==> src/rhpdb_pkg.sv <==
// Constants for the second root-hub descriptor register: command codes,
// field positions and reset defaults.
// Assumes one processor command per clock, on the controller clock.
package rhpdb_pkg;

    // --------------------------------------------------------------
    // Command port
    // --------------------------------------------------------------
    localparam int         CODE_W    = 8;
    localparam int         DATA_W    = 32;
    localparam logic [7:0] CMD_READ  = 8'h13;
    localparam logic [7:0] CMD_WRITE = 8'h93;

    // --------------------------------------------------------------
    // Field layout
    // --------------------------------------------------------------
    localparam int          NUM_PORTS   = 2;
    localparam int          MASK_LSB    = 16;
    localparam int          MASK_MSB    = 18;
    localparam int          FIXED_LSB   = 0;
    localparam int          FIXED_MSB   = 2;
    localparam logic [31:0] LIVE_BITS   = 32'h0006_0006;

    // --------------------------------------------------------------
    // Reset defaults, overridable per board
    // --------------------------------------------------------------
    localparam logic [2:0]  MASK_RESET  = 3'h0;
    localparam logic [2:0]  FIXED_RESET = 3'h0;

endpackage

==> src/rhpdb_reg_if.sv <==
// Carrier between the command decoder and the register storage.
// Assumes both ends share one clock.
`timescale 1ns/10ps
interface rhpdb_reg_if;
    logic                           wr_stb;
    logic [rhpdb_pkg::DATA_W-1:0]   wdata;
    logic [rhpdb_pkg::NUM_PORTS:1]  mask;
    logic [rhpdb_pkg::NUM_PORTS:1]  fixed;
    logic [rhpdb_pkg::DATA_W-1:0]   image;

    modport bank (input wr_stb, input wdata, output mask, output fixed, output image);
    modport ctrl (output wr_stb, output wdata, input mask, input fixed, input image);
endinterface

==> src/rhpdb_bank.sv <==
// Storage of the port power mask and fixed-device flags, with the read image.
// Assumes the write strobe is one cycle long and comes from the same clock.
`timescale 1ns/10ps
module rhpdb_bank
    import rhpdb_pkg::*;
#(
    parameter logic [2:0] MASK_INIT  = rhpdb_pkg::MASK_RESET,
    parameter logic [2:0] FIXED_INIT = rhpdb_pkg::FIXED_RESET
)
(
    // Clock and reset
    input  wire logic  clk_i,
    input  wire logic  resetn_i,
    // Register carrier
    rhpdb_reg_if.bank  reg_if
);

    logic [NUM_PORTS:1] port_power_mask_ff;
    logic [NUM_PORTS:1] device_fixed_flags_ff;

    // --------------------------------------------------------------
    // Storage; only port bits are kept, bit 0 of each field has no flop
    // --------------------------------------------------------------
    always_ff @(posedge clk_i or negedge resetn_i)
    begin
        if (!resetn_i)
        begin
            port_power_mask_ff    <= MASK_INIT[NUM_PORTS:1];
            device_fixed_flags_ff <= FIXED_INIT[NUM_PORTS:1];
        end
        else if (reg_if.wr_stb)
        begin
            port_power_mask_ff    <= reg_if.wdata[MASK_MSB:MASK_LSB+1];
            device_fixed_flags_ff <= reg_if.wdata[FIXED_MSB:FIXED_LSB+1];
        end
    end

    assign reg_if.mask  = port_power_mask_ff;
    assign reg_if.fixed = device_fixed_flags_ff;

    // Reserved and bit-0 positions are hard zeros
    assign reg_if.image = {13'h0000, port_power_mask_ff, 1'b0,
                           13'h0000, device_fixed_flags_ff, 1'b0};

endmodule

==> src/rhpdb_top.sv <==
// Root-hub descriptor B: command decode, register bank and port power control.
// Assumes commands and power requests come from logic on clk_i, one cycle each.
`timescale 1ns/10ps
module rhpdb_top
    import rhpdb_pkg::*;
#(
    parameter logic [2:0] MASK_INIT  = rhpdb_pkg::MASK_RESET,
    parameter logic [2:0] FIXED_INIT = rhpdb_pkg::FIXED_RESET
)
(
    // Clock and reset
    input  wire logic                             clk_i,
    input  wire logic                             resetn_i,
    // Processor command port
    input  wire logic                             cmd_valid_i,
    input  wire logic [rhpdb_pkg::CODE_W-1:0]     cmd_code_i,
    input  wire logic [rhpdb_pkg::DATA_W-1:0]     cmd_wdata_i,
    output logic      [rhpdb_pkg::DATA_W-1:0]     rd_data_o,
    output logic                                  rd_valid_o,
    output logic                                  wr_done_o,
    // Switching configuration from descriptor A
    input  wire logic                             ports_always_on_i,
    input  wire logic                             per_port_switch_select_bit_i,
    // Power commands
    input  wire logic                             all_ports_on_command_i,
    input  wire logic                             all_ports_off_command_i,
    input  wire logic [rhpdb_pkg::NUM_PORTS:1]    single_port_power_command_on_i,
    input  wire logic [rhpdb_pkg::NUM_PORTS:1]    single_port_power_command_off_i,
    // Port state
    output logic      [rhpdb_pkg::NUM_PORTS:1]    port_powered_state_o,
    output logic      [rhpdb_pkg::NUM_PORTS:1]    port_power_mask_o,
    output logic      [rhpdb_pkg::NUM_PORTS:1]    device_fixed_flags_o
);

    import rhpdb_pkg::*;

    // --------------------------------------------------------------
    // Command decode
    // --------------------------------------------------------------
    rhpdb_reg_if reg_if ();

    wire read_hit  = cmd_valid_i && (cmd_code_i == CMD_READ);
    wire write_hit = cmd_valid_i && (cmd_code_i == CMD_WRITE);

    assign reg_if.wr_stb = write_hit;
    assign reg_if.wdata  = cmd_wdata_i;

    rhpdb_bank #(
        .MASK_INIT  (MASK_INIT),
        .FIXED_INIT (FIXED_INIT)
    ) u_bank (
        .clk_i    (clk_i),
        .resetn_i (resetn_i),
        .reg_if   (reg_if)
    );

    // --------------------------------------------------------------
    // Read answer; other codes belong to other registers and are ignored
    // --------------------------------------------------------------
    logic [DATA_W-1:0] rd_data_ff;
    logic              rd_valid_ff;
    logic              wr_done_ff;
    wire  [DATA_W-1:0] nxt_rd_data = read_hit ? reg_if.image : rd_data_ff;

    always_ff @(posedge clk_i or negedge resetn_i)
    begin
        if (!resetn_i)
        begin
            rd_data_ff  <= 32'h0000_0000;
            rd_valid_ff <= 1'b0;
            wr_done_ff  <= 1'b0;
        end
        else
        begin
            rd_data_ff  <= nxt_rd_data;
            rd_valid_ff <= read_hit;
            wr_done_ff  <= write_hit;
        end
    end

    assign rd_data_o            = rd_data_ff;
    assign rd_valid_o           = rd_valid_ff;
    assign wr_done_o            = wr_done_ff;
    assign port_power_mask_o    = reg_if.mask;
    assign device_fixed_flags_o = reg_if.fixed;

    // --------------------------------------------------------------
    // Port power control
    // --------------------------------------------------------------
    // An off request beats an on request in the same cycle: a port
    // left unpowered is the safe outcome of a conflicting command.
    logic [NUM_PORTS:1] port_powered_ff;
    logic [NUM_PORTS:1] nxt_port_powered;
    logic [NUM_PORTS:1] follow_single;
    logic [NUM_PORTS:1] take_on;
    logic [NUM_PORTS:1] take_off;

    for (genvar p = 1; p <= NUM_PORTS; p++)
    begin : g_port
        // Mask only matters in per-port mode
        assign follow_single[p] = per_port_switch_select_bit_i && reg_if.mask[p];
        assign take_on[p]  = follow_single[p] ? single_port_power_command_on_i[p]
                                              : all_ports_on_command_i;
        assign take_off[p] = follow_single[p] ? single_port_power_command_off_i[p]
                                              : all_ports_off_command_i;
        assign nxt_port_powered[p] = ports_always_on_i ? 1'b1 :
                                     take_off[p]       ? 1'b0 :
                                     take_on[p]        ? 1'b1 : port_powered_ff[p];
    end

    always_ff @(posedge clk_i or negedge resetn_i)
    begin
        if (!resetn_i)
            port_powered_ff <= 2'h0;
        else
            port_powered_ff <= nxt_port_powered;
    end

    assign port_powered_state_o = port_powered_ff;

    // --------------------------------------------------------------
    // Checks
    // --------------------------------------------------------------
    a_read_returns_image: assert property (@(posedge clk_i) disable iff (!resetn_i)
        read_hit |=> rd_valid_o && (rd_data_o == $past(reg_if.image)))
        else $error("read command did not return the register image");

    a_write_then_read: assert property (@(posedge clk_i) disable iff (!resetn_i)
        write_hit ##1 read_hit |=>
            rd_data_o[MASK_MSB:MASK_LSB+1] == $past(cmd_wdata_i[MASK_MSB:MASK_LSB+1], 2))
        else $error("mask written was not read back");

    a_reserved_read_zero: assert property (@(posedge clk_i) disable iff (!resetn_i)
        rd_valid_o |-> ((rd_data_o & ~LIVE_BITS) == 32'h0000_0000))
        else $error("reserved bit read as one");

    a_mask_port_map: assert property (@(posedge clk_i) disable iff (!resetn_i)
        write_hit |=> port_power_mask_o == $past(cmd_wdata_i[MASK_MSB:MASK_LSB+1]))
        else $error("mask bits not mapped to ports 1 and 2");

    a_fixed_port_map: assert property (@(posedge clk_i) disable iff (!resetn_i)
        write_hit |=> device_fixed_flags_o == $past(cmd_wdata_i[FIXED_MSB:FIXED_LSB+1]))
        else $error("fixed-device bits not mapped to ports 1 and 2");

    a_other_code_ignored: assert property (@(posedge clk_i) disable iff (!resetn_i)
        !write_hit [*2] |-> $stable(port_power_mask_o) && $stable(device_fixed_flags_o))
        else $error("fields changed without a write command");

    a_masked_ignores_all: assert property (@(posedge clk_i) disable iff (!resetn_i)
        per_port_switch_select_bit_i && reg_if.mask[1] && !ports_always_on_i
            && !single_port_power_command_on_i[1] && !single_port_power_command_off_i[1]
            |=> $stable(port_powered_state_o[1]))
        else $error("masked port moved on an all-ports command");

    a_single_port_off: assert property (@(posedge clk_i) disable iff (!resetn_i)
        per_port_switch_select_bit_i && reg_if.mask[2] && !ports_always_on_i
            && single_port_power_command_off_i[2] |=> !port_powered_state_o[2])
        else $error("single-port off did not remove power");

    a_unmasked_ignores_single: assert property (@(posedge clk_i) disable iff (!resetn_i)
        !reg_if.mask[2] && !ports_always_on_i && !all_ports_on_command_i && !all_ports_off_command_i
            |=> $stable(port_powered_state_o[2]))
        else $error("unmasked port moved on a single-port command");

    a_global_mode_all_on: assert property (@(posedge clk_i) disable iff (!resetn_i)
        !per_port_switch_select_bit_i && all_ports_on_command_i && !all_ports_off_command_i
            |=> port_powered_state_o == 2'h3)
        else $error("global on left a port unpowered");

    a_perport_global_on: assert property (@(posedge clk_i) disable iff (!resetn_i)
        per_port_switch_select_bit_i && all_ports_on_command_i && !all_ports_off_command_i
            && reg_if.mask[1] && !ports_always_on_i && !single_port_power_command_on_i[1]
            && !single_port_power_command_off_i[1]
            |=> port_powered_state_o[1] == $past(port_powered_state_o[1]))
        else $error("global on powered a masked port");

    a_always_on_holds: assert property (@(posedge clk_i) disable iff (!resetn_i)
        ports_always_on_i [*2] |-> port_powered_state_o == 2'h3)
        else $error("always-on configuration left a port off");

endmodule

==> config.mk <==
export PLATFORM = sky130hd
export DESIGN_NAME = rhpdb_top
export DESIGN_NICKNAME = d
export VERILOG_FILES = /design/src/rhpdb_pkg.sv /design/src/rhpdb_reg_if.sv /design/src/rhpdb_bank.sv /design/src/rhpdb_top.sv
export SDC_FILE = /design/constraint.sdc
export NUM_CORES = 1
export LEC_CHECK = 0
export BUFFER_PORTS_ARGS = -buffer_cell sky130_fd_sc_hd__buf_2
export CAP_MARGIN = 20
export CELL_PAD_IN_SITES_DETAIL_PLACEMENT = 0
export CELL_PAD_IN_SITES_GLOBAL_PLACEMENT = 1
export CORE_AREA = 2 2 64 66
export DETAILED_ROUTE_END_ITERATION = 10
export DIE_AREA = 0 0 66 68
export HOLD_SLACK_MARGIN = 0.1
export MAX_ROUTING_LAYER = met4
export PLACE_DENSITY = 0.81
export SLEW_MARGIN = 20
export SYNTH_ARGS = -nofsm -noshare
export SYNTH_HDL_FRONTEND = slang
export SYNTH_SLANG_ARGS = --single-unit
export TNS_END_PERCENT = 50
==> constraint.sdc <==
create_clock -name clk_i -period 1.2 [get_ports clk_i]
set_input_delay 0.12 -clock clk_i [delete_from_list [all_inputs] [get_ports clk_i]]
set_output_delay 0.12 -clock clk_i [all_outputs]
set_load 0.02 [all_outputs]
### After elaboration in Yosys (flattened, before gate mapping)

Cells that the tools add are included.

| word-level totals | value |
|---|---|
| logic and storage cells | 25 |
| input port bits | 51 |
| register bits after elaboration | 12 |

| operators by class | value |
|---|---|
| equal/unequal tests | 2 |
| reduce and logical (&&, ||, !) cells | 6 |
| muxes and demuxes | 10 |

Operator list:

| cell | number |
|---|---|
| $mux 1 | 10 |
| $eq 8x5->1 const B | 1 |
| $eq 8x8->1 const B | 1 |
| $reduce_bool 3->1 | 2 |
| $logic_and 1x1->1 | 4 |

### Depth between registers and ports, before layout

| depth | value |
|---|---|
| word-level depth | 5 |
| gate-level depth with buffers | 4 |
| mapped depth without buffers | 3 |

### By module

From an unflattened synthesis, not the netlist that was laid out.

| second synthesis, totals | value |
|---|---|
| cell total of the unflattened synthesis | 127 |
| area, all modules | 1789.2 um^2 |

Modules (own cells, without submodules):

| module | seq. area each (um^2) | times used | area each (um^2) | cells each |
|---|---|---|---|---|
| rhpdb_top | 900.9 | 1 | 1400.1 | 86 |
| rhpdb_bank | 100.1 | 1 | 389.1 | 41 |

### Worst setup path before layout

No wires, ideal clock.

| timing path | value |
|---|---|
| path kind | input to register |
| from | input cmd_code_i[2] (netlist name) |
| to | register u_bank.device_fixed_flags_ff (netlist bit u_bank.reg_if.fixed[1]) |
| library setup time | 125 ps |
| buffers on the path | 1 |
| stages on the path | 4 |
| data arrival time | 1106 ps |
| data required time | 1075 ps |
| setup slack | -32 ps |
| cell sequence | nand4bb_1 -> or3_1 -> buf_2 -> mux2_4 |

| on the way | value |
|---|---|
| cells in the longest elaborated chain, start to end | 2 |

Ends and longest elaborated chain:

| element | RTL line | source |
|---|---|---|
| from (decl) | rhpdb_top.sv:16 | `input wire logic [rhpdb_pkg::CODE_W-1:0] cmd_code_i,` |
| $eq 8x8->1 | rhpdb_top.sv:43 | `wire write_hit = cmd_valid_i && (cmd_code_i == CMD_WRITE);` |
| $logic_and 1x1->1 | rhpdb_top.sv:43 |  |
| to (signal assigned) | rhpdb_bank.sv:29 | `device_fixed_flags_ff <= FIXED_INIT[NUM_PORTS:1];` |
| to (signal assigned) | rhpdb_bank.sv:34 | `device_fixed_flags_ff <= reg_if.wdata[FIXED_MSB:FIXED_LSB+1];` |
| to (decl) | rhpdb_bank.sv:19 | `logic [NUM_PORTS:1] device_fixed_flags_ff;` |

No other way between the ends.
A chain may end at the register's enable or synchronous reset.

### Final worst setup path

| timing path | value |
|---|---|
| from | register u_bank.port_power_mask_ff (netlist bit u_bank.reg_if.mask[1]) |
| to | register port_powered_ff (netlist bit port_powered_state_o[1]) |

| on the way | value |
|---|---|
| cells in the longest elaborated chain, start to end | 4 |

Ends and longest elaborated chain:

| element | RTL line | source |
|---|---|---|
| from (decl) | rhpdb_bank.sv:18 | `logic [NUM_PORTS:1] port_power_mask_ff;` |
| from (signal assigned) | rhpdb_bank.sv:28 | `port_power_mask_ff <= MASK_INIT[NUM_PORTS:1];` |
| from (signal assigned) | rhpdb_bank.sv:33 | `port_power_mask_ff <= reg_if.wdata[MASK_MSB:MASK_LSB+1];` |
| $logic_and 1x1->1 * | rhpdb_top.sv:101 | `assign follow_single[p] = per_port_switch_select_bit_i && reg_if.mask[p];` |
| $mux 1 | rhpdb_top.sv:104 | `assign take_off[p] = follow_single[p] ? single_port_power_command_off_i[p]` |
| $mux 1 | rhpdb_top.sv:107 | `take_off[p] ? 1'b0 :` |
| $mux 1 | rhpdb_top.sv:106 | `assign nxt_port_powered[p] = ports_always_on_i ? 1'b1 :` |
| to (signal assigned) | rhpdb_top.sv:116 | `port_powered_ff <= nxt_port_powered;` |
| to (decl) | rhpdb_top.sv:92 | `logic [NUM_PORTS:1] port_powered_ff;` |

Every way passes the cells marked *; elsewhere a longest branch is shown, timed or not.

==> run_results.csv <==
group,metric,value,unit
outcome,outcome,"complete, no violations",
sta,fmax,928,MHz
yosys,synth_top_cell_by_area,"dfrtp_1",
routing,vias,514,
placement,io_buffers,34,
global_routing,grt_pass1_wl,1.91,mm
setup_path,worstSetupEndpointType,"flip-flop",
finish,final_area,950,µm²
global_routing,grt.total_usage,0.0609,
routing,drt_iter0_markers,15,
clock_network,clk_latency,0.24,ns
finish,diodes,0,
routing,wl,1.39,mm
floorplan,die_y,68,µm
floorplan,core_area,0.00386,mm²
clock_network,root_buffer,"clkbuf_8",
setup_path,arrival,1.19,ns
setup_path,critPathSlowestCell,"dfrtp_1",
sta,post-route-min-period,1.08,ns
placement,dp_slack,-0.229,ns
sta,hold_violations,0,
sta,skew,0.00133,ns
placement,placed_area,870,µm²
clock_network,cts_sinks,12,
setup_path,critPathRequiredTime,1.31,ns
finish,layout-drive-gt1-share,0.477,
yosys,yosys_warnings,0,
power,power_density,1100,mW/mm²
clock_network,cts_max_path_buffers,2,
yosys,ys_ff_latch,12,
floorplan,die_w,66,µm
power,vdd_drop_max,602,µV
floorplan,dieArea,0.00449,mm²
sta,timing.final.crit_share,0.898,
routing,drc_errors,0,
routing,first_pass_iters,4,
floorplan,ioPinCount,91,
power,leakage,0.550,nW
clock_network,cts_made_buffers,3,
finish,area_growth,30.4,%
clock_network,cts_tree,"built",
placement,place_inst,151,
flow_run,maxCapViolCount,0,
yosys,avgSynthCellArea,11.0,µm²
finish,layout.cells.non_filler,157,
routing,wl_per_cell,8.83,µm
sta,setup_slack,0.122,ns
placement,place.gp.congestion,0.613,
sta,drv_slew,0,
routing,vias_per_cell,3.27,
clock_network,clk_pin_slew,0.05,ns
finish,n_fill_cell,417,
global_routing,overflow,0,
floorplan,std_cell_rows,23,
routing,ant_nets,0,
sta,worst_hold_slack,0.110,ns
sta,rsz0062_at_grt,"false",
yosys,synth_cells,66,
hold_path,holdCritPathClass,"in -> reg",
yosys,synthDistinctLibCells,13,
yosys,syn_area,728,µm²
clock_network,post_cts_buffers,0,
yosys,synth.area.top_cells,"dfrtp_1 41%, buf_4 29%, mux2_4 8.2%, mux2_2 6.2%, nand4bb_1 3.1%",
setup_path,worstPathMaxFanout,5,
yosys,yosys.area.top_type_share,0.412,
global_routing,antenna_found_initial,0,
setup_path,cpPeakStageDelay,0.43,ns
global_routing,grt_max_degree,13,
global_routing,grt_pass1_vias,438,
setup_path,worst_setup_path_start_kind,"flip-flop",
setup_path,path_cells,"o211ai_1 > nor2_1 > or3_1",
yosys,synth_seq_area_share,0.412,
finish,nNetsFinal,159,
sta,finalSetupViolCount,0,
setup_path,worstSetupPathType,"reg -> reg",
clock_network,h-tree-depth,1,
floorplan,start_util,0.189,
sequential cells by signal, indices dropped and copies added, names as in the netlist:
name,count
rd_data_o,4
u_bank.reg_if.mask,2
wr_done_o,1
port_powered_state_o,2
u_bank.reg_if.fixed,2
rd_valid_o,1
layout make-up:
| type | count | area (µm²) | share of cell area |
|---|---|---|---|
| multi-input cells | 50 | 312 | 0.328 |
| well taps | 50 | 62.6 | 0.0659 |
| repair buffers | 39 | 213 | 0.224 |
| flip-flops and latches | 12 | 300 | 0.316 |
| clock buffers | 4 | 55.1 | 0.0580 |
| inverters | 2 | 7.51 | 0.00791 |
where the power goes:
group	total, W	internal [W]	switching, W
Sequential	0.000427	0.000417	0.0000107
Combinational	0.000181	0.0000565	0.000124
Clock	0.000438	0.000290	0.000149
Total	0.00105	0.000763	0.000283
per-layer routing:
layer / track usage / vias up / part of all wire
met5: - / - / 0
met4: 0.0153 / 0 / 0
met3: 0.0247 / 0 / 0.12
met2: 0.0884 / 41 / 0.45
met1: 0.0790 / 229 / 0.43
li1: - / 244 / -
layout by cell type, fill, tap and decap left out:
cell type	synthesis	layout
buf_2	1	34
or3_4	0	1
conb_1	1	28
o211ai_1	2	2
dlygate4sd3_1	0	2
a211oi_1	2	2
nand4bb_1	2	2
or3_1	3	2
buf_4	28	3
mux2_2	4	4
inv_1	2	2
mux2_4	4	4
clkbuf_8	0	4
nor3_2	1	1
dfrtp_1	12	12
nor2_1	4	4
cell usage after synthesis:
| master | count |
|---|---|
| dfrtp_1 | 12 |
| mux2_2 | 4 |
| or3_1 | 3 |
| nor3_2 | 1 |
| nor2_1 | 4 |
| a211oi_1 | 2 |
| buf_4 | 28 |
| nand4bb_1 | 2 |
| inv_1 | 2 |
| buf_2 | 1 |
| o211ai_1 | 2 |
| mux2_4 | 4 |
| conb_1 | 1 |
critical path, delay by kind of cell, from the launching register on:
kind / cells / cell delay, ns
flops: 1 / 0.43
simple gates: 2 / 0.41
compound gates: 1 / 0.11
per-stage QoR:
step / power (W) / setup TNS [ns] / util
floorplan: 0.000615 / -0.103 / -
global placement: 0.000608 / -0.951 / 0.226
detailed placement: 0.000609 / -1.11 / 0.226
CTS: 0.00106 / 0 / 0.245
global route: 0.00110 / 0 / 0.246
finish: 0.00105 / 0 / 0.246
timing repair:
action,4_1_cts,5_1_grt
hold buffers,2,0
gates resized for setup,0,1
endpoints found under the setup margin,0,3
hold endpoints to repair,14,0
cell families (layout without fill, tap and decap cells):
logic type	count (synthesis)	count (layout)	synth area share
buf+inv	31	45	0.306
flops	12	12	0.412
simple gates	10	10	0.0911
mux	8	8	0.144
compound gates	4	4	0.0412
other cells	1	28	0.00515
final timing paths:
check / depth (start not counted) / start / endpoint / slack [ns]
setup / recovery: 3 / u_bank.reg_if.mask[1]$_DFFE_PN0P_ / port_powered_state_o[1]$_DFFE_PN0P_ / 0.12
hold / removal: 2 / cmd_wdata_i[1] / u_bank.reg_if.fixed[1]$_DFFE_PN0P_ / 0.11
setup reg to reg: 3 / u_bank.reg_if.mask[1]$_DFFE_PN0P_ / port_powered_state_o[1]$_DFFE_PN0P_ / 0.12
hold reg to reg: 1 / rd_data_o[18]$_DFFE_PN0P_ / rd_data_o[18]$_DFFE_PN0P_ / 0.50
max in group asynchronous: 2 / resetn_i / u_bank.reg_if.mask[2]$_DFFE_PN0P_ / 0.70
min in group asynchronous: 2 / resetn_i / rd_data_o[1]$_DFFE_PN0P_ / 0.29
No activity file was read; power rests on OpenSTA's default activity.
